--- config.mk ---
export PLATFORM = sky130hd
export DESIGN_NAME = readout_config
export DESIGN_NICKNAME = d
export VERILOG_FILES = /design/src/rtl/readout_pkg.sv /design/src/rtl/readout_config.sv /design/src/rtl/word_fifo.sv
export VERILOG_INCLUDE_DIRS = /design/src /design/src/rtl
export SDC_FILE = /design/constraint.sdc
export NUM_CORES = 1
export LEC_CHECK = 0
export BUFFER_PORTS_ARGS = -buffer_cell sky130_fd_sc_hd__buf_2
export CAP_MARGIN = 20
export CORE_MARGIN = 2
export CORE_UTILIZATION = 50
export CTS_CLUSTER_DIAMETER = 50
export DETAILED_ROUTE_END_ITERATION = 8
export PLACE_DENSITY = 0.67
export SETUP_SLACK_MARGIN = 0.4
export SYNTH_ARGS = -nofsm -noshare
export SYNTH_HDL_FRONTEND = slang
export SYNTH_SLANG_ARGS = --single-unit
--- constraint.sdc ---
create_clock -name clk_sys -period 6.4 [get_ports clk_sys]
set_clock_uncertainty 0.2 [all_clocks]
set_input_delay 0.96 -clock clk_sys [delete_from_list [all_inputs] [get_ports clk_sys]]
set_output_delay 0.96 -clock clk_sys [all_outputs]
set_load 0.05 [all_outputs]
--- src/rtl/readout_params.svh ---
// Offsets, field positions, reset values and counts for the readout block
`ifndef READOUT_PARAMS_SVH
`define READOUT_PARAMS_SVH

// Register byte addresses on the command port
`define ADDR_READOUT_CTRL   9'h018
`define ADDR_WORD_FORMAT    9'h01c

// Readout protocol control fields
`define RPC_MODE_LSB        0
`define RPC_LANES_LSB       2
`define RPC_DDR_BIT         4
`define RPC_ZERO_BIT        5
`define RPC_CLKSEL_LSB      6
`define RPC_WR_MASK         8'hdf
`define RPC_RESET           8'h00

// Output word format fields
`define OWF_PATN_LSB        0
`define OWF_PARITY_APPEND_ENABLE_BIT      3
`define OWF_SPAN_LSB        4
`define OWF_WR_MASK         8'h3f
`define OWF_RESET           8'h00

// Output word layout and fixed test patterns
`define WORD_BITS           20
`define BODY_BITS           18
`define PATN_ZEROS          18'h00000
`define PATN_ONES           18'h3ffff
`define PATN_ALT_BITS       18'h15555
`define PATN_ALT_PAIRS      18'h03333

// Internal oscillator divider: divide by four needs a two-bit count
`define DIV_BITS            2

`endif

--- src/rtl/readout_pkg.sv ---
// Types shared by the readout configuration and output path
package readout_pkg;

	// Readout protocol select codes
	typedef enum logic [1:0] {
		RP_SPI_FOLLOW = 2'b00,
		RP_BAD_01     = 2'b01,
		RP_BAD_10     = 2'b10,
		RP_SOURCE_SYNC = 2'b11
	} readout_mode_t;

	// Source-synchronous clock source codes
	typedef enum logic [1:0] {
		SC_SCLK_ECHO = 2'b00,
		SC_OSC       = 2'b01,
		SC_OSC_DIV2  = 2'b10,
		SC_OSC_DIV4  = 2'b11
	} sync_clk_t;

	// Output shifter states
	typedef enum logic {
		SH_IDLE  = 1'b0,
		SH_FRAME = 1'b1
	} shift_state_t;

endpackage

--- src/rtl/readout_config.sv ---
// Readout protocol and output word configuration with the output path
`include "readout_params.svh"
`timescale 1ns/1ps
module readout_config
	import readout_pkg::*;
#(
	parameter int FIFO_DEPTH = 16
) (
	input  wire logic        clk_sys,
	input  wire logic        nrst,
	input  wire logic        cmd_valid,
	input  wire logic        cmd_write,
	input  wire logic [8:0]  cmd_addr,
	input  wire logic [7:0]  cmd_wdata,
	output logic      [7:0]  rd_data_q,
	output logic             rd_valid_q,
	input  wire logic [1:0]  input_line_protocol,
	input  wire logic        conv_valid,
	input  wire logic [17:0] conv_data,
	output logic             conv_ready,
	input  wire logic        sclk_pin,
	input  wire logic        cs_n_pin,
	output logic      [3:0]  lane_out_q,
	output logic      [3:0]  lane_oe_n_q,
	output logic             sync_clk_out_q
);
	// FIFO depth must suit the word buffer module
	if (FIFO_DEPTH < 2) begin : g_chk
		$error("readout_config: FIFO_DEPTH too small");
	end

	// Even parity of the selected count of most significant body bits
	function automatic logic span_parity(
		input logic [17:0] body,
		input logic [1:0]  span
	);
		logic p;
		p = 1'b0;
		// Body bit 17 is word bit 19, the most significant
		case (span)
			2'b00:   p = ^body[17:14];
			2'b01:   p = ^body[17:10];
			2'b10:   p = ^body[17:6];
			2'b11:   p = ^body[17:2];
			default: p = 1'b0;
		endcase
		return p;
	endfunction

	// Map the top shifter bits onto lanes for the active lane count
	function automatic logic [3:0] lanes_of(
		input logic [19:0] word,
		input logic [1:0]  width
	);
		logic [3:0] l;
		l = 4'h0;
		// Lane 0 always carries the most significant bit in flight
		if (width == 2'b11) begin
			l = {word[16], word[17], word[18], word[19]};
		end else if (width == 2'b10) begin
			l = {2'b00, word[18], word[19]};
		end else begin
			l = {3'b000, word[19]};
		end
		return l;
	endfunction

	// Configuration registers
	logic [7:0] rpc_q;               // Readout protocol control
	logic [7:0] owf_q;               // Output word format

	// Decoded configuration fields
	readout_mode_t readout_protocol_select;
	sync_clk_t     sync_clock_source_select;
	wire [1:0] output_lane_count =
		rpc_q[`RPC_LANES_LSB+1:`RPC_LANES_LSB];
	wire       ddr_select  = rpc_q[`RPC_DDR_BIT];
	wire [2:0] test_pattern_select =
		owf_q[`OWF_PATN_LSB+2:`OWF_PATN_LSB];
	wire       parity_append_enable = owf_q[`OWF_PARITY_APPEND_ENABLE_BIT];
	wire [1:0] partial_parity_span =
		owf_q[`OWF_SPAN_LSB+1:`OWF_SPAN_LSB];

	assign readout_protocol_select =
		readout_mode_t'(rpc_q[`RPC_MODE_LSB+1:`RPC_MODE_LSB]);
	assign sync_clock_source_select =
		sync_clk_t'(rpc_q[`RPC_CLKSEL_LSB+1:`RPC_CLKSEL_LSB]);

	// Register decode
	wire sel_rpc = (cmd_addr == `ADDR_READOUT_CTRL);
	wire sel_owf = (cmd_addr == `ADDR_WORD_FORMAT);
	wire wr_rpc  = cmd_valid & cmd_write & sel_rpc;
	wire wr_owf  = cmd_valid & cmd_write & sel_owf;
	// Any read is answered; unmapped addresses read as zero
	wire rd_req  = cmd_valid & ~cmd_write;

	// Read-only bits come back as stored zeros; unmapped reads give zero
	wire [7:0] rd_mux = sel_rpc ? rpc_q :
		(sel_owf ? owf_q : 8'h00);

	// Register writes; read-only bits are masked off at store time
	always_ff @(posedge clk_sys or negedge nrst) begin
		if (!nrst) begin
			rpc_q <= `RPC_RESET;
			owf_q <= `OWF_RESET;
		end else begin
			if (wr_rpc) begin
				// Bit 5 is held at zero whatever the host sends
				rpc_q <= cmd_wdata & `RPC_WR_MASK;
			end
			if (wr_owf) begin
				// Bits 7:6 are never stored, so they read zero
				owf_q <= cmd_wdata & `OWF_WR_MASK;
			end
		end
	end

	// Read answer, one cycle after the request
	always_ff @(posedge clk_sys or negedge nrst) begin
		if (!nrst) begin
			rd_data_q  <= 8'h00;
			rd_valid_q <= 1'b0;
		end else begin
			// Data holds between reads; valid marks the answer
			rd_valid_q <= rd_req;
			if (rd_req) begin
				rd_data_q <= rd_mux;
			end
		end
	end

	// Output word body: conversion data or a fixed pattern
	logic [17:0] word_body;
	always_comb begin
		// Codes 0xx all pass the converter result through
		case (test_pattern_select)
			3'b100:  word_body = `PATN_ZEROS;
			3'b101:  word_body = `PATN_ONES;
			3'b110:  word_body = `PATN_ALT_BITS;
			3'b111:  word_body = `PATN_ALT_PAIRS;
			default: word_body = conv_data;
		endcase
	end

	// Parity bits, forced low when parity is off
	wire par_full = parity_append_enable & (^word_body);
	wire par_part = parity_append_enable &
		span_parity(word_body, partial_parity_span);
	wire [19:0] word_in = {word_body, par_full, par_part};

	// Word buffer between the converter and the lane shifter
	logic        fifo_out_valid;
	logic [19:0] fifo_out_data;
	logic        fifo_pop;
	logic        fifo_in_ready;

	word_fifo #(
		.WIDTH (`WORD_BITS),
		.DEPTH (FIFO_DEPTH)
	) u_fifo (
		.clk_sys   (clk_sys),
		.nrst      (nrst),
		.in_valid  (conv_valid),
		.in_data   (word_in),
		.in_ready  (fifo_in_ready),
		.out_valid (fifo_out_valid),
		.out_data  (fifo_out_data),
		.out_ready (fifo_pop)
	);

	// Ready comes from the FIFO's own room flop
	// A full buffer refuses words; the converter must hold them
	assign conv_ready = fifo_in_ready;

	// Pin synchronisers; first stage feeds only the second
	logic [2:0] sclk_sync_q;         // Stage 3 is the edge history
	logic [2:0] cs_sync_q;
	always_ff @(posedge clk_sys or negedge nrst) begin
		if (!nrst) begin
			sclk_sync_q <= 3'b000;
			cs_sync_q   <= 3'b111;
		end else begin
			sclk_sync_q <= {sclk_sync_q[1:0], sclk_pin};
			cs_sync_q   <= {cs_sync_q[1:0], cs_n_pin};
		end
	end

	// History resets low, so a high idle clock gives one rising edge
	// after reset; the shifter is idle then and ignores it
	wire sclk_rise  = sclk_sync_q[1] & ~sclk_sync_q[2];
	wire sclk_fall  = ~sclk_sync_q[1] & sclk_sync_q[2];
	wire cs_start   = ~cs_sync_q[1] & cs_sync_q[2];
	wire cs_active  = ~cs_sync_q[1];

	// Legacy readout launches on the edge implied by polarity and phase
	wire cpol = input_line_protocol[1];
	wire cpha = input_line_protocol[0];
	wire legacy_launch = (cpol ^ cpha) ? sclk_rise : sclk_fall;

	// Only code 11 selects source-sync; unsupported codes act as legacy
	wire ssync = (readout_protocol_select == RP_SOURCE_SYNC);

	// Divider runs free; its phase against a frame start is arbitrary,
	// so the first output clock half period of a frame may be short
	// Oscillator divider; the system clock stands in for the oscillator
	logic [`DIV_BITS-1:0] div_q;
	always_ff @(posedge clk_sys or negedge nrst) begin
		if (!nrst) begin
			div_q <= '0;
		end else begin
			div_q <= div_q + `DIV_BITS'(1);
		end
	end

	// Half-period tick of the source-synchronous output clock
	logic ss_tick;
	always_comb begin
		case (sync_clock_source_select)
			SC_SCLK_ECHO: ss_tick = sclk_rise | sclk_fall;
			SC_OSC:       ss_tick = 1'b1;
			SC_OSC_DIV2:  ss_tick = div_q[0];
			SC_OSC_DIV4:  ss_tick = (div_q == 2'b11);
			default:      ss_tick = 1'b0;
		endcase
	end

	// Single rate steps on the falling half only; double on each half
	// The edge-rate bit matters only here, in source-sync frames
	wire ss_update = ss_tick & (ddr_select | sync_clk_out_q);

	// Edge-rate bit plays no part in legacy stepping
	logic first_q;                   // Phase-1 first edge holds MSB
	wire legacy_step = legacy_launch & ~(cpha & first_q);
	wire step = ssync ? ss_update : legacy_step;

	// Bits consumed per step for the lane count
	logic [2:0] step_bits;
	assign step_bits = output_lane_count == 2'b11 ? 3'd4 :
		(output_lane_count == 2'b10 ? 3'd2 : 3'd1);

	// Shifter control
	shift_state_t state_q;
	logic [19:0]  shift_q;           // Word being sent, MSB first
	logic [4:0]   left_q;            // Bits still to send
	logic [19:0]  shift_d;
	logic [4:0]   left_d;
	wire          more = (left_q > {2'b00, step_bits});

	// One word leaves per frame; an empty buffer pops nothing
	assign fifo_pop = cs_start & fifo_out_valid;

	// Next shifter contents
	always_comb begin
		shift_d = shift_q;
		left_d  = left_q;
		if (cs_start) begin
			// Empty buffer sends zeros rather than stalling the host
			shift_d = fifo_out_valid ? fifo_out_data : 20'h00000;
			left_d  = 5'd20;
		end else if (state_q == SH_FRAME && step && more) begin
			// Last chunk holds once no full step remains
			shift_d = shift_q << step_bits;
			left_d  = left_q - {2'b00, step_bits};
		end
	end

	// Frame state, shifter and phase flag
	always_ff @(posedge clk_sys or negedge nrst) begin
		if (!nrst) begin
			state_q <= SH_IDLE;
			shift_q <= 20'h00000;
			left_q  <= 5'd0;
			first_q <= 1'b0;
		end else begin
			shift_q <= shift_d;
			left_q  <= left_d;
			case (state_q)
				SH_IDLE: begin
					if (cs_start) begin
						state_q <= SH_FRAME;
						first_q <= 1'b1;
					end
				end
				SH_FRAME: begin
					// A cut frame simply ends; the next one reloads
					if (!cs_active) begin
						state_q <= SH_IDLE;
					end
					if (legacy_launch) begin
						first_q <= 1'b0;
					end
				end
				default: state_q <= SH_IDLE;
			endcase
		end
	end

	// Lane pins and their enables, low while driving
	always_ff @(posedge clk_sys or negedge nrst) begin
		if (!nrst) begin
			lane_out_q  <= 4'h0;
			lane_oe_n_q <= 4'hf;
		end else if (cs_active) begin
			// Next shifter value, so lanes change in the same cycle as the shifter
			lane_out_q  <= lanes_of(shift_d, output_lane_count);
			lane_oe_n_q <= ~lanes_of(20'hfffff, output_lane_count);
		end else begin
			lane_out_q  <= 4'h0;
			lane_oe_n_q <= 4'hf;
		end
	end

	// Output clock toggles per tick inside a source-sync frame
	always_ff @(posedge clk_sys or negedge nrst) begin
		if (!nrst) begin
			sync_clk_out_q <= 1'b0;
		end else if (ssync && state_q == SH_FRAME && cs_active) begin
			// Clock starts low each frame; single rate steps on fall
			if (ss_tick) begin
				sync_clk_out_q <= ~sync_clk_out_q;
			end
		end else begin
			sync_clk_out_q <= 1'b0;
		end
	end
endmodule

--- src/rtl/word_fifo.sv ---
// Synchronous FIFO holding formatted output words
`timescale 1ns/1ps
module word_fifo #(
	parameter int WIDTH = 20,
	parameter int DEPTH = 16
) (
	input  wire logic             clk_sys,
	input  wire logic             nrst,
	input  wire logic             in_valid,
	input  wire logic [WIDTH-1:0] in_data,
	output logic                  in_ready,
	output logic                  out_valid,
	output logic [WIDTH-1:0]      out_data,
	input  wire logic             out_ready
);
	localparam int AW = $clog2(DEPTH);

	// Pointers wrap naturally, so depth must be a power of two
	if (DEPTH < 2 || (DEPTH & (DEPTH - 1)) != 0 || WIDTH < 1) begin : g_chk
		$error("word_fifo: DEPTH must be a power of two >= 2");
	end

	logic [WIDTH-1:0] mem [DEPTH];  // Word storage
	logic [AW-1:0]    wr_ptr_q;     // Next slot to fill
	logic [AW-1:0]    rd_ptr_q;     // Oldest word
	logic [AW:0]      count_q;      // Words held
	logic [AW:0]      count_d;
	logic             ready_q;      // Registered room flag
	wire              push = in_valid & ready_q;
	wire              pop  = out_valid & out_ready;

	assign count_d   = count_q + {{AW{1'b0}}, push} - {{AW{1'b0}}, pop};
	assign in_ready  = ready_q;
	assign out_valid = (count_q != '0);
	assign out_data  = mem[rd_ptr_q];

	// Storage has no reset; only written slots are ever read
	always_ff @(posedge clk_sys) begin
		if (push) begin
			mem[wr_ptr_q] <= in_data;
		end
	end

	// Pointers, count and room flag
	always_ff @(posedge clk_sys or negedge nrst) begin
		if (!nrst) begin
			wr_ptr_q <= '0;
			rd_ptr_q <= '0;
			count_q  <= '0;
			ready_q  <= 1'b1;
		end else begin
			wr_ptr_q <= wr_ptr_q + AW'(push);
			rd_ptr_q <= rd_ptr_q + AW'(pop);
			count_q  <= count_d;
			ready_q  <= (count_d != (AW+1)'(DEPTH));
		end
	end
endmodule
==> results.txt, run 1 <==
Status - complete, no violations
Design area - 18810 µm²
Cts hold-fix bufs - 0
Io pins - 63
CTS tree - done
Yosys warnings - 0
Skew-Pair Late Insertion Delay - 0.54 ns
Worst Path Max Fanout - 17
Netlist area before placement - 16430 µm²
Tmin final - 3.812 ns
CP endpoint kind - flip-flop
Area of the core - 32450 µm²
RSZ-0062 raised after global routing - no
Fin crit share - 59.56%
Switching Power - 2.297 mW
Die Wd - 185.3 µm
Number of flops mapped to enable cells by yosys - 320
Most frequent cells in the layout - edfxtp_1 (320), dfrtp_1 (70), mux4_2 (68)
Clk buf depth - 3
# port buffers - 62
Max Cap Violations - 0
Hold WS - 0.02721 ns
H-tree Lvls - 2
Fraction of layout cells with a size suffix above 1 - 26.48%
CP Class - reg2reg
DRT iter0 DRCs - 803
CTS Buf Count - 43
Post-Syn Nets - 1015
Max incr delay on CP - 0.81 ns
CTS Sinks - 398
Sequential power share - 44.2%
Placed inst area - 17370 µm²
Post-CTS Resized - 0
Root Buffer - clkbuf_16
Number of fill cells - 2451
Multi-input logic area - 4552 µm²
Vias - 8990
Syn_area_per_cell - 17.25 µm²
Syn Inst Count - 953
Delay-heaviest family, CP - simple AND/OR/NAND/NOR gates
Final setup vio count - 0
Post-synthesis async set-or-reset flop share - 19.60%
CP arrival - 4.06 ns
Area grow syn2layout - 14.46%
# nets final - 1111
Net Sw Frac - 29.57%
GR Util All Layers - 22.43%
Total power - 7.767 mW
Cell internal pwr - 5.470 mW
GRT overflow - 0
Cell variety after synth - 60
Antenna viol nets, final - 0
First-pass GRT wire length - 55950 µm
# rows - 66
Clock power frac - 31.7%
Sequential area share after synthesis - 70.39%
Residual DRC count - 0
Worst VDD drop - 0.3292 mV
Commonest non-fill, non-tap cell in the layout - edfxtp_1
Final Wtd Congestion - 0.7730
Startpoint Class - flip-flop
WL per Instance - 24.57 µm
Dpl hpwl - 22100 µm
Slowest-stage cell, CP - nand2b_1
Ys flop type - edfxtp_1
Max_slew headroom - 24.22%
Vias per std cell - 5.891
Vias in the first global route - 8923
Register Area - 11580 µm²
Initial antenna violation count - 2
Largest net degree at the start of global routing - 75
Synth top area cells - edfxtp_1 (58%), dfrtp_1 (11%), mux4_2 (9.3%), mux2i_1 (1.9%), a22oi_1 (1.7%)
Worst Hold Class - in2async
Register bit total from synthesis - 398
R2R cell count - 16
Final Hold Viols - 0
Total number of cells along the worst setup path - 16
Leading area contributor after synthesis - edfxtp_1
Max Freq - 262.3 MHz
Post-synth top area share - 58.47%
Post-Route WL - 37490 µm
Least-Margin Pin Slew - 1.132 ns
CTS clock-pin slew for the worst setup and hold paths - 0.05 ns
Crit path required time - 6.65 ns
Final TNS setup - 0 ns
Initial core utilization - 50.64%
Drt pass-1 iters - 6
Buf+Inv Stages, Crit Path - 5
Die Span Y - 185.3 µm
Pins over their slew limit - 0
Most common cell on crit path - inv_1
Final core utilization - 57.96%
P per Cell Area - 412.9 nW/µm²
Leakage - 6.617 nW
Gate power share - 24.1%
Ant. Diodes - 0
Die area - 34340 µm²
CP cell instances - inv_1, ha_1, nor4b_1, nand2b_1, inv_2, ha_1, inv_1, ha_1, inv_1, fa_1, inv_1, a21oi_1, nor2_1, nor2_1, xnor2_1, nand2_1
Post-CTS Setup Inserts - 0
==> power by group through the flow <==
| stage | combinational, mW | clock (mW) | sequential (mW) |
|---|---|---|---|
| finish | 1.87 | 2.46 | 3.43 |
| floorplan | 1.47 | 0 | 3.31 |
| global route | 2.01 | 2.61 | 3.48 |
| CTS | 1.88 | 2.50 | 3.44 |
| global placement | 1.86 | 0 | 3.48 |
| detailed placement | 1.88 | 0 | 3.49 |
==> kinds of logic (layout without fill, tap and decap cells) <==
family,count (synthesis),count (layout),synth area share [%]
flip-flops,398,398,70.39
AO/OA/AOI/OAI,166,166,6.943
AND/OR/NAND/NOR,135,135,4.020
multiplexers,127,127,13.23
buffers and inverters,78,209,2.215
XOR/XNOR,31,31,1.736
adder cells (fa/ha/maj),18,18,1.462
==> layer usage <==
metal	share of wire [%]	vias up	track usage, %
li1	-	3950	-
met1	42	4623	31.48
met2	48	337	35.75
met3	7.1	76	4.267
met4	2.7	4	7.206
met5	0.072	-	0
==> worst paths after layout <==
| check | from | end | slack (ns) |
|---|---|---|---|
| max in group asynchronous | nrst | u_fifo.rd_ptr_q[0] | 4.80 |
| min reg2reg | sclk_sync_q[0] | sclk_sync_q[1] | 0.15 |
| min | nrst | u_fifo.wr_ptr_q[0] | 0.03 |
| min in group clk_sys | sclk_sync_q[0] | sclk_sync_q[1] | 0.15 |
| max | u_fifo.count_q[2] | u_fifo.in_ready | 2.59 |
| max reg2reg | u_fifo.count_q[2] | u_fifo.in_ready | 2.59 |
==> worst reg2reg max path, delay by kind of cell, from the launching register on <==
kind | cells | cell delay [ns]
and+or+nand+nor | 5 | 1.35
adders and majority gates | 4 | 1.06
buffers and inverters | 5 | 0.52
DFF | 1 | 0.37
xor gates and xnor gates | 1 | 0.17
AOI/OAI and AO/OA | 1 | 0.06
==> state kept, by name, indices dropped and copies added (netlist names), 2 cells and up <==
register	cells
owf_q	6
u_fifo.wr_ptr_q	4
u_fifo.mem	320
shift_q	20
div_q	2
u_fifo.rd_ptr_q	4
cs_sync_q	2
lane_out_q	4
rd_data_q	8
u_fifo.count_q	5
left_q	5
sclk_sync_q	3
rpc_q	7
lane_oe_n_q	3
==> cell type report <==
type / count / share of cell area, %
sequential: 398 / 61.54
multi-input combinational: 477 / 24.20
clock buffer: 58 / 6.519
timing repair buffer: 97 / 3.060
tap: 442 / 2.940
clock inverter: 22 / 1.104
inverter: 32 / 0.6386
==> cell usage after synthesis, types with 9 or more instances <==
library cell,count
edfxtp_1,320
dfrtp_1,72
mux4_2,68
nor2_1,64
a21oi_1,54
a22oi_1,38
mux2i_1,32
inv_1,30
xnor2_1,22
buf_2,18
nand2_1,17
ha_1,16
mux2_2,16
o21ai_0,15
o22a_1,15
clkbuf_1,14
nor2b_1,12
buf_4,9
mux2_1,9
nand3_1,9
==> through the flow <==
| step | std cells | worst slack [ns] |
|---|---|---|
| floorplan | 953 | 2.956 |
| global placement | 1445 | 2.695 |
| detailed placement | 1445 | 2.595 |
| CTS | 1525 | 2.579 |
| global route | 1526 | 2.264 |
| finish | 1526 | 2.588 |
(Power assumes the default switching activity.)
==> run 2: changes to the inputs <==
clock period = 3.74 ns   (was 6.4 ns; I/O delays follow)
==> run 2 against run 1 <==
Compared with the run above: combinational power grew 77%; clock power is 66% higher; count of clock-buffer cells in the layout down 3; critical path depth fell by 7; highest routed layer is now met4.
==> results.txt, run 2 (synthesis results as in run 1) <==
Pre-CTS WS - 0.6825 ns (was 2.595 ns)
Placed inst area - 17510 µm² (was 17370 µm²)
Worst Hold Class - in2reg (was in2async)
Total power - 13.23 mW (was 7.767 mW)
Post-CTS Resized - 0 (unchanged)
Area grow syn2layout - 15.19% (was 14.46%)
Max reg flops - 320 (unchanged)
Hold WS - 0.06062 ns (was 0.02721 ns)
Worst Path Max Fanout - 18 (was 17)
Initial core utilization - 50.64% (unchanged)
Die Span Y - 185.3 µm (unchanged)
Max_slew headroom - 30.92% (was 24.22%)
Largest net degree at the start of global routing - 79 (was 75)
GRT overflow - 0 (unchanged)
# rows - 66 (unchanged)
Leakage - 6.681 nW (was 6.617 nW)
Clk buf depth - 3 (unchanged)
Least-Margin Pin Slew - 1.029 ns (was 1.132 ns)
Initial antenna violation count - 0 (was 2)
Status - complete, no violations (unchanged)
RR Startpoint - rpc_q[2] (was u_fifo.count_q[2])
Final setup vio count - 0 (unchanged)
Commonest non-fill, non-tap cell in the layout - edfxtp_1 (unchanged)
Post-CTS Setup Inserts - 0 (unchanged)
Most frequent cells in the layout - edfxtp_1 (320), dfrtp_1 (70), mux4_2 (68) (unchanged)
GR Util All Layers - 21.99% (was 22.43%)
Setup WS post-layout - 0.7755 ns (was 2.588 ns)
Design area - 18930 µm² (was 18810 µm²)
Fin crit share - 79.27% (was 59.56%)
Pins over their slew limit - 0 (unchanged)
CP arrival - 3.19 ns (was 4.06 ns)
Min-delay src - cmd_wdata[6]
Top flop regs - u_fifo.mem (320), shift_q (20), rd_data_q (8) (unchanged)
Max Cap Violations - 0 (unchanged)
Worst Hold End - rpc_q[6]
CP endpoint kind - flip-flop (unchanged)
DRT iter0 DRCs - 762 (was 803)
Final Wtd Congestion - 0.8067 (was 0.7730)
CTS Buf Count - 42 (was 43)
Slowest-stage cell, CP - nor3_4 (was nand2b_1)
Number of fill cells - 2471 (was 2451)
Final Hold Viols - 0 (unchanged)
Residual DRC count - 0 (unchanged)
CP cell instances - nor2_1, inv_1, ha_1, nand3_1, o21ai_0, o21a_1, nor3_4, a21oi_1, o22a_1 (was inv_1, ha_1, nor4b_1, nand2b_1, inv_2, ha_1, inv_1, ha_1, inv_1, fa_1, inv_1, a21oi_1, nor2_1, nor2_1, xnor2_1, nand2_1)
Antenna viol nets, final - 0 (unchanged)
WL per Instance - 23.99 µm (was 24.57 µm)
Tmin final - 2.965 ns (was 3.812 ns)
RR Endpoint - shift_q[4] (was u_fifo.in_ready)
Fraction of layout cells with a size suffix above 1 - 26.73% (was 26.48%)
Crit path required time - 3.96 ns (was 6.65 ns)
Vias - 8960 (was 8990)
Vias per std cell - 5.811 (was 5.891)
Startpoint Class - flip-flop (unchanged)
CTS clock-pin slew for the worst setup and hold paths - 0.06 ns (was 0.05 ns)
Worst Hold Path Cells - 2
Root Buffer - clkbuf_16 (unchanged)
H-tree Lvls - 2 (unchanged)
Die Wd - 185.3 µm (unchanged)
# port buffers - 62 (unchanged)
Post-Route WL - 37000 µm (was 37490 µm)
Final TNS setup - 0 ns (unchanged)
Area of the core - 32450 µm² (unchanged)
P per Cell Area - 699.0 nW/µm² (was 412.9 nW/µm²)
Drt pass-1 iters - 5 (was 6)
Ant. Diodes - 0 (unchanged)
Crit path from - rpc_q[2] (was u_fifo.count_q[2])
Skew-Pair Late Insertion Delay - 0.55 ns (was 0.54 ns)
Max incr delay on CP - 0.69 ns (was 0.81 ns)
R2R cell count - 9 (was 16)
Cts hold-fix bufs - 2 (was 0)
First-pass GRT wire length - 54540 µm (was 55950 µm)
CP Class - reg2reg (unchanged)
Reg2Reg Setup Slack - 0.78 ns (was 2.59 ns)
Die area - 34340 µm² (unchanged)
Max Freq - 337.3 MHz (was 262.3 MHz)
Vias in the first global route - 8722 (was 8923)
CTS Sinks - 398 (unchanged)
Worst VDD drop - 0.4565 mV (was 0.3292 mV)
CTS tree - done (unchanged)
Io pins - 63 (unchanged)
Dpl hpwl - 22580 µm (was 22100 µm)
# nets final - 1129 (was 1111)
Top reg by flops - u_fifo.mem (unchanged)
RSZ-0062 raised after global routing - no (unchanged)
run 2: metal layers:
metal	share of wire (%)	vias to the layer above	wire length [µm]	global-route usage, %
li1	-	3980	-	-
met1	44	4606	16150	31.28
met2	47	309	17330	34.78
met3	6.5	65	2395	3.559
met4	3.0	0	1120	7.619
met5	0	-	0	0
run 2: report_power, final:
part / switching (mW) / leakage [nW] / internal [mW]
Combinational: 1.77 / 2.14 / 1.54
Clock: 1.66 / 0.666 / 2.44
Sequential: 0.466 / 3.87 / 5.36
Total: 3.90 / 6.68 / 9.34
run 2: how the worst max path moves through the flow:
stage | end | cells after the start
5_1_grt | u_fifo.in_ready | 16
3_3_place_gp | u_fifo.mem[2][1] | 7
6_report | shift_q[4] | 9
4_1_cts | u_fifo.in_ready | 13
3_5_place_dp | u_fifo.mem[0][1] | 7
2_1_floorplan | u_fifo.mem[0][0] | 3
run 2: area by class of cell:
| type | count | area (µm²) | share of cell area (%) |
|---|---|---|---|
| flip-flops and latches | 398 | 11580 | 61.15 |
| multi-input cells | 477 | 4552 | 24.04 |
| clock buffers | 55 | 1141 | 6.028 |
| repair buffers | 116 | 763.2 | 4.032 |
| well taps | 442 | 553.0 | 2.921 |
| clock inverters | 22 | 225.2 | 1.190 |
| inverters | 32 | 120.1 | 0.6345 |
run 2: critical path, delay by kind of cell (launching register included):
family / cells / cell delay [ns]
buf+inv: 1 / 0.11
fa+ha+maj: 1 / 0.32
compound gates: 4 / 0.77
flops: 1 / 0.46
simple gates: 3 / 0.99
run 2: through the flow:
step	util [%]	cells
after global routing	58.33	1542
after floorplan	-	953
final	58.33	1542
after detailed placement	53.97	1461
after CTS	58.24	1540
after global placement	53.97	1461
==> run 3: changes to the inputs <==
PLACE_DENSITY = 0.69   (was 0.67)
clock period = 2.7 ns   (was 3.74 ns; I/O delays follow)
==> run 3 against run 2 <==
Compared with the run above: highest routed layer is now met5; count of clock-buffer cells in the layout shrank 1; register-to-register slack worse by 0.71 ns; via count grew 4.8%.
==> results.txt, run 3 (synthesis results as in run 1) <==
First-pass GRT wire length - 58580 µm (was 54540 µm)
Die Span Y - 185.3 µm (unchanged)
# rows - 66 (unchanged)
RSZ-0062 raised after global routing - yes (was no)
Vias per std cell - 5.883 (was 5.811)
Fraction of layout cells with a size suffix above 1 - 36.43% (was 26.73%)
Vias in the first global route - 9474 (was 8722)
Pins over their slew limit - 0 (unchanged)
Max Cap Violations - 0 (unchanged)
# port buffers - 62 (unchanged)
CP arrival - 2.90 ns (was 3.19 ns)
Max reg flops - 320 (unchanged)
Fin crit share - 97.44% (was 79.27%)
Residual DRC count - 0 (unchanged)
Final Hold Viols - 0 (unchanged)
Most frequent cells in the layout - edfxtp_1 (320), mux4_2 (68), dfrtp_1 (68) (was edfxtp_1 (320), dfrtp_1 (70), mux4_2 (68))
Pre-CTS WS - -0.04599 ns (was 0.6825 ns)
Worst setup endpoint - u_fifo.in_ready (was shift_q[4])
Placed Cells incl. Taps - 1476 (was 1461)
WL per Instance - 24.64 µm (was 23.99 µm)
# nets final - 1186 (was 1129)
Tmin final - 2.631 ns (was 2.965 ns)
Largest net degree at the start of global routing - 43 (was 79)
Leakage - 7.140 nW (was 6.681 nW)
GR Util All Layers - 23.57% (was 21.99%)
DRT iter0 DRCs - 811 (was 762)
Area of the core - 32450 µm² (unchanged)
Vias - 9389 (was 8960)
Setup WS post-layout - 0.06924 ns (was 0.7755 ns)
CTS Sinks - 398 (unchanged)
Io pins - 63 (unchanged)
RR Startpoint - u_fifo.count_q[3] (was rpc_q[2])
R2R cell count - 13 (was 9)
Initial core utilization - 50.64% (unchanged)
Number of fill cells - 2249 (was 2471)
H-tree Lvls - 2 (unchanged)
Initial antenna violation count - 1 (was 0)
Drt pass-1 iters - 5 (unchanged)
Reg2Reg Setup Slack - 0.07 ns (was 0.78 ns)
Top reg by flops - u_fifo.mem (unchanged)
Max Freq - 380.1 MHz (was 337.3 MHz)
CP endpoint kind - flip-flop (unchanged)
Dpl hpwl - 23120 µm (was 22580 µm)
Commonest non-fill, non-tap cell in the layout - edfxtp_1 (unchanged)
Die Wd - 185.3 µm (unchanged)
CTS tree - done (unchanged)
Final std cells w/o fill - 1596 (was 1542)
CTS clock-pin slew for the worst setup and hold paths - 0.06 ns (about the same)
Worst Hold Class - in2reg (unchanged)
Clk buf depth - 3 (unchanged)
Area grow syn2layout - 22.82% (was 15.19%)
Startpoint Class - flip-flop (unchanged)
Top flop regs - u_fifo.mem (320), shift_q (20), rd_data_q (8) (unchanged)
Worst Path Max Fanout - 2 (was 18)
Final core utilization - 62.19% (was 58.33%)
Final Wtd Congestion - 0.8083 (was 0.8067)
Final setup vio count - 0 (unchanged)
Crit path required time - 2.97 ns (was 3.96 ns)
Worst VDD drop - 0.4359 mV (was 0.4565 mV)
Root Buffer - clkbuf_16 (unchanged)
CP Class - reg2reg (unchanged)
Skew-Pair Late Insertion Delay - 0.56 ns (was 0.55 ns)
RR Endpoint - u_fifo.in_ready (was shift_q[4])
P per Cell Area - 967.6 nW/µm² (was 699.0 nW/µm²)
Least-Margin Pin Slew - 1.058 ns (was 1.029 ns)
Crit path from - u_fifo.count_q[3] (was rpc_q[2])
Max_slew headroom - 29.22% (was 30.92%)
CTS Buf Count - 43 (was 42)
Die area - 34340 µm² (unchanged)
Post-Route WL - 39330 µm (was 37000 µm)
Antenna viol nets, final - 0 (unchanged)
GRT overflow - 0 (unchanged)
Status - complete, no violations (unchanged)
[run 3: cell types whose count changed in the layout (fill, tap and decap cells not counted), moves of 10 or more]
cell     previous run  this run
a21oi_1            54        36
a21oi_2             1        18
a22oi_1            38        28
a22oi_2             0        10
buf_12              3        22
buf_4              49        65
[run 3: timing repair]
action | 4_1_cts | 5_1_grt
hold buffers | 11 | 0
setup buffers | 21 | 8
endpoints found under the setup margin | 47 | 95
cloned | 4 | 1
gates resized for setup | 39 | 29
pin swaps | 15 | 15
hold endpoints to repair | 55 | 0
[run 3: cell type report]
type	instances	area, µm²	area share, %
Sequential cell	398	11580	57.36
Clock buffer	54	1165	5.771
Timing Repair Buffer	172	1598	7.916
Antenna cell	1	2.502	0.01240
Multi-Input combinational cell	477	4979	24.67
Inverter	32	125.1	0.6199
Clock inverter	20	183.9	0.9112
Tap cell	442	553.0	2.740
[run 3: how the worst min path moves through the flow]
stage | startpoint | end | slack, ns | cells after the start
after detailed placement | sclk_sync_q[0] | sclk_sync_q[1] | 0.14 | 0
final | cmd_write | rd_valid_q | 0.04 | 3
after global routing | cmd_write | rd_valid_q | 0.05 | 3
after CTS | cmd_write | rd_valid_q | 0.02 | 3
after floorplan | nrst | div_q[0] | -0.09 | 0
after global placement | cs_sync_q[0] | cs_sync_q[1] | 0.15 | 0
[run 3: power by group]
group / switching (mW) / internal (mW)
Combinational: 3.11 / 2.91
Sequential: 0.479 / 7.44
Clock: 2.40 / 3.20
Total: 5.98 / 13.5
[run 3: critical path, cell delays in order, from the launching register on]
cell	delay, ns
dfrtp_1	0.39
inv_2	0.08
ha_4	0.13
nor4b_4	0.21
nand2b_4	0.20
inv_6	0.04
ha_4	0.20
inv_2	0.06
ha_4	0.12
inv_2	0.04
fa_2	0.54
inv_2	0.04
nor4_2	0.23
nand2_1	0.07
[run 3: per-stage QoR]
stage          hold slack [ns]  setup TNS (ns)  area [µm²]  power, mW
6_report               0.04088               0       20180      19.53
5_1_grt                0.05204        -0.05367       20180      20.36
4_1_cts                0.01651               0       20000      19.41
3_5_place_dp            0.1418        -0.04599       18040      13.22
3_3_place_gp            0.1481               0       18040      13.13
2_1_floorplan         -0.09059               0       16690      11.49
[run 3: metal layers]
metal  track usage (%)  up-vias  wire length, µm
li1                  -     4108                -
met1             32.17     4857            16300
met2             39.79      360            19550
met3             3.696       62             2635
met4             6.222        2              826
met5                 0        -               11
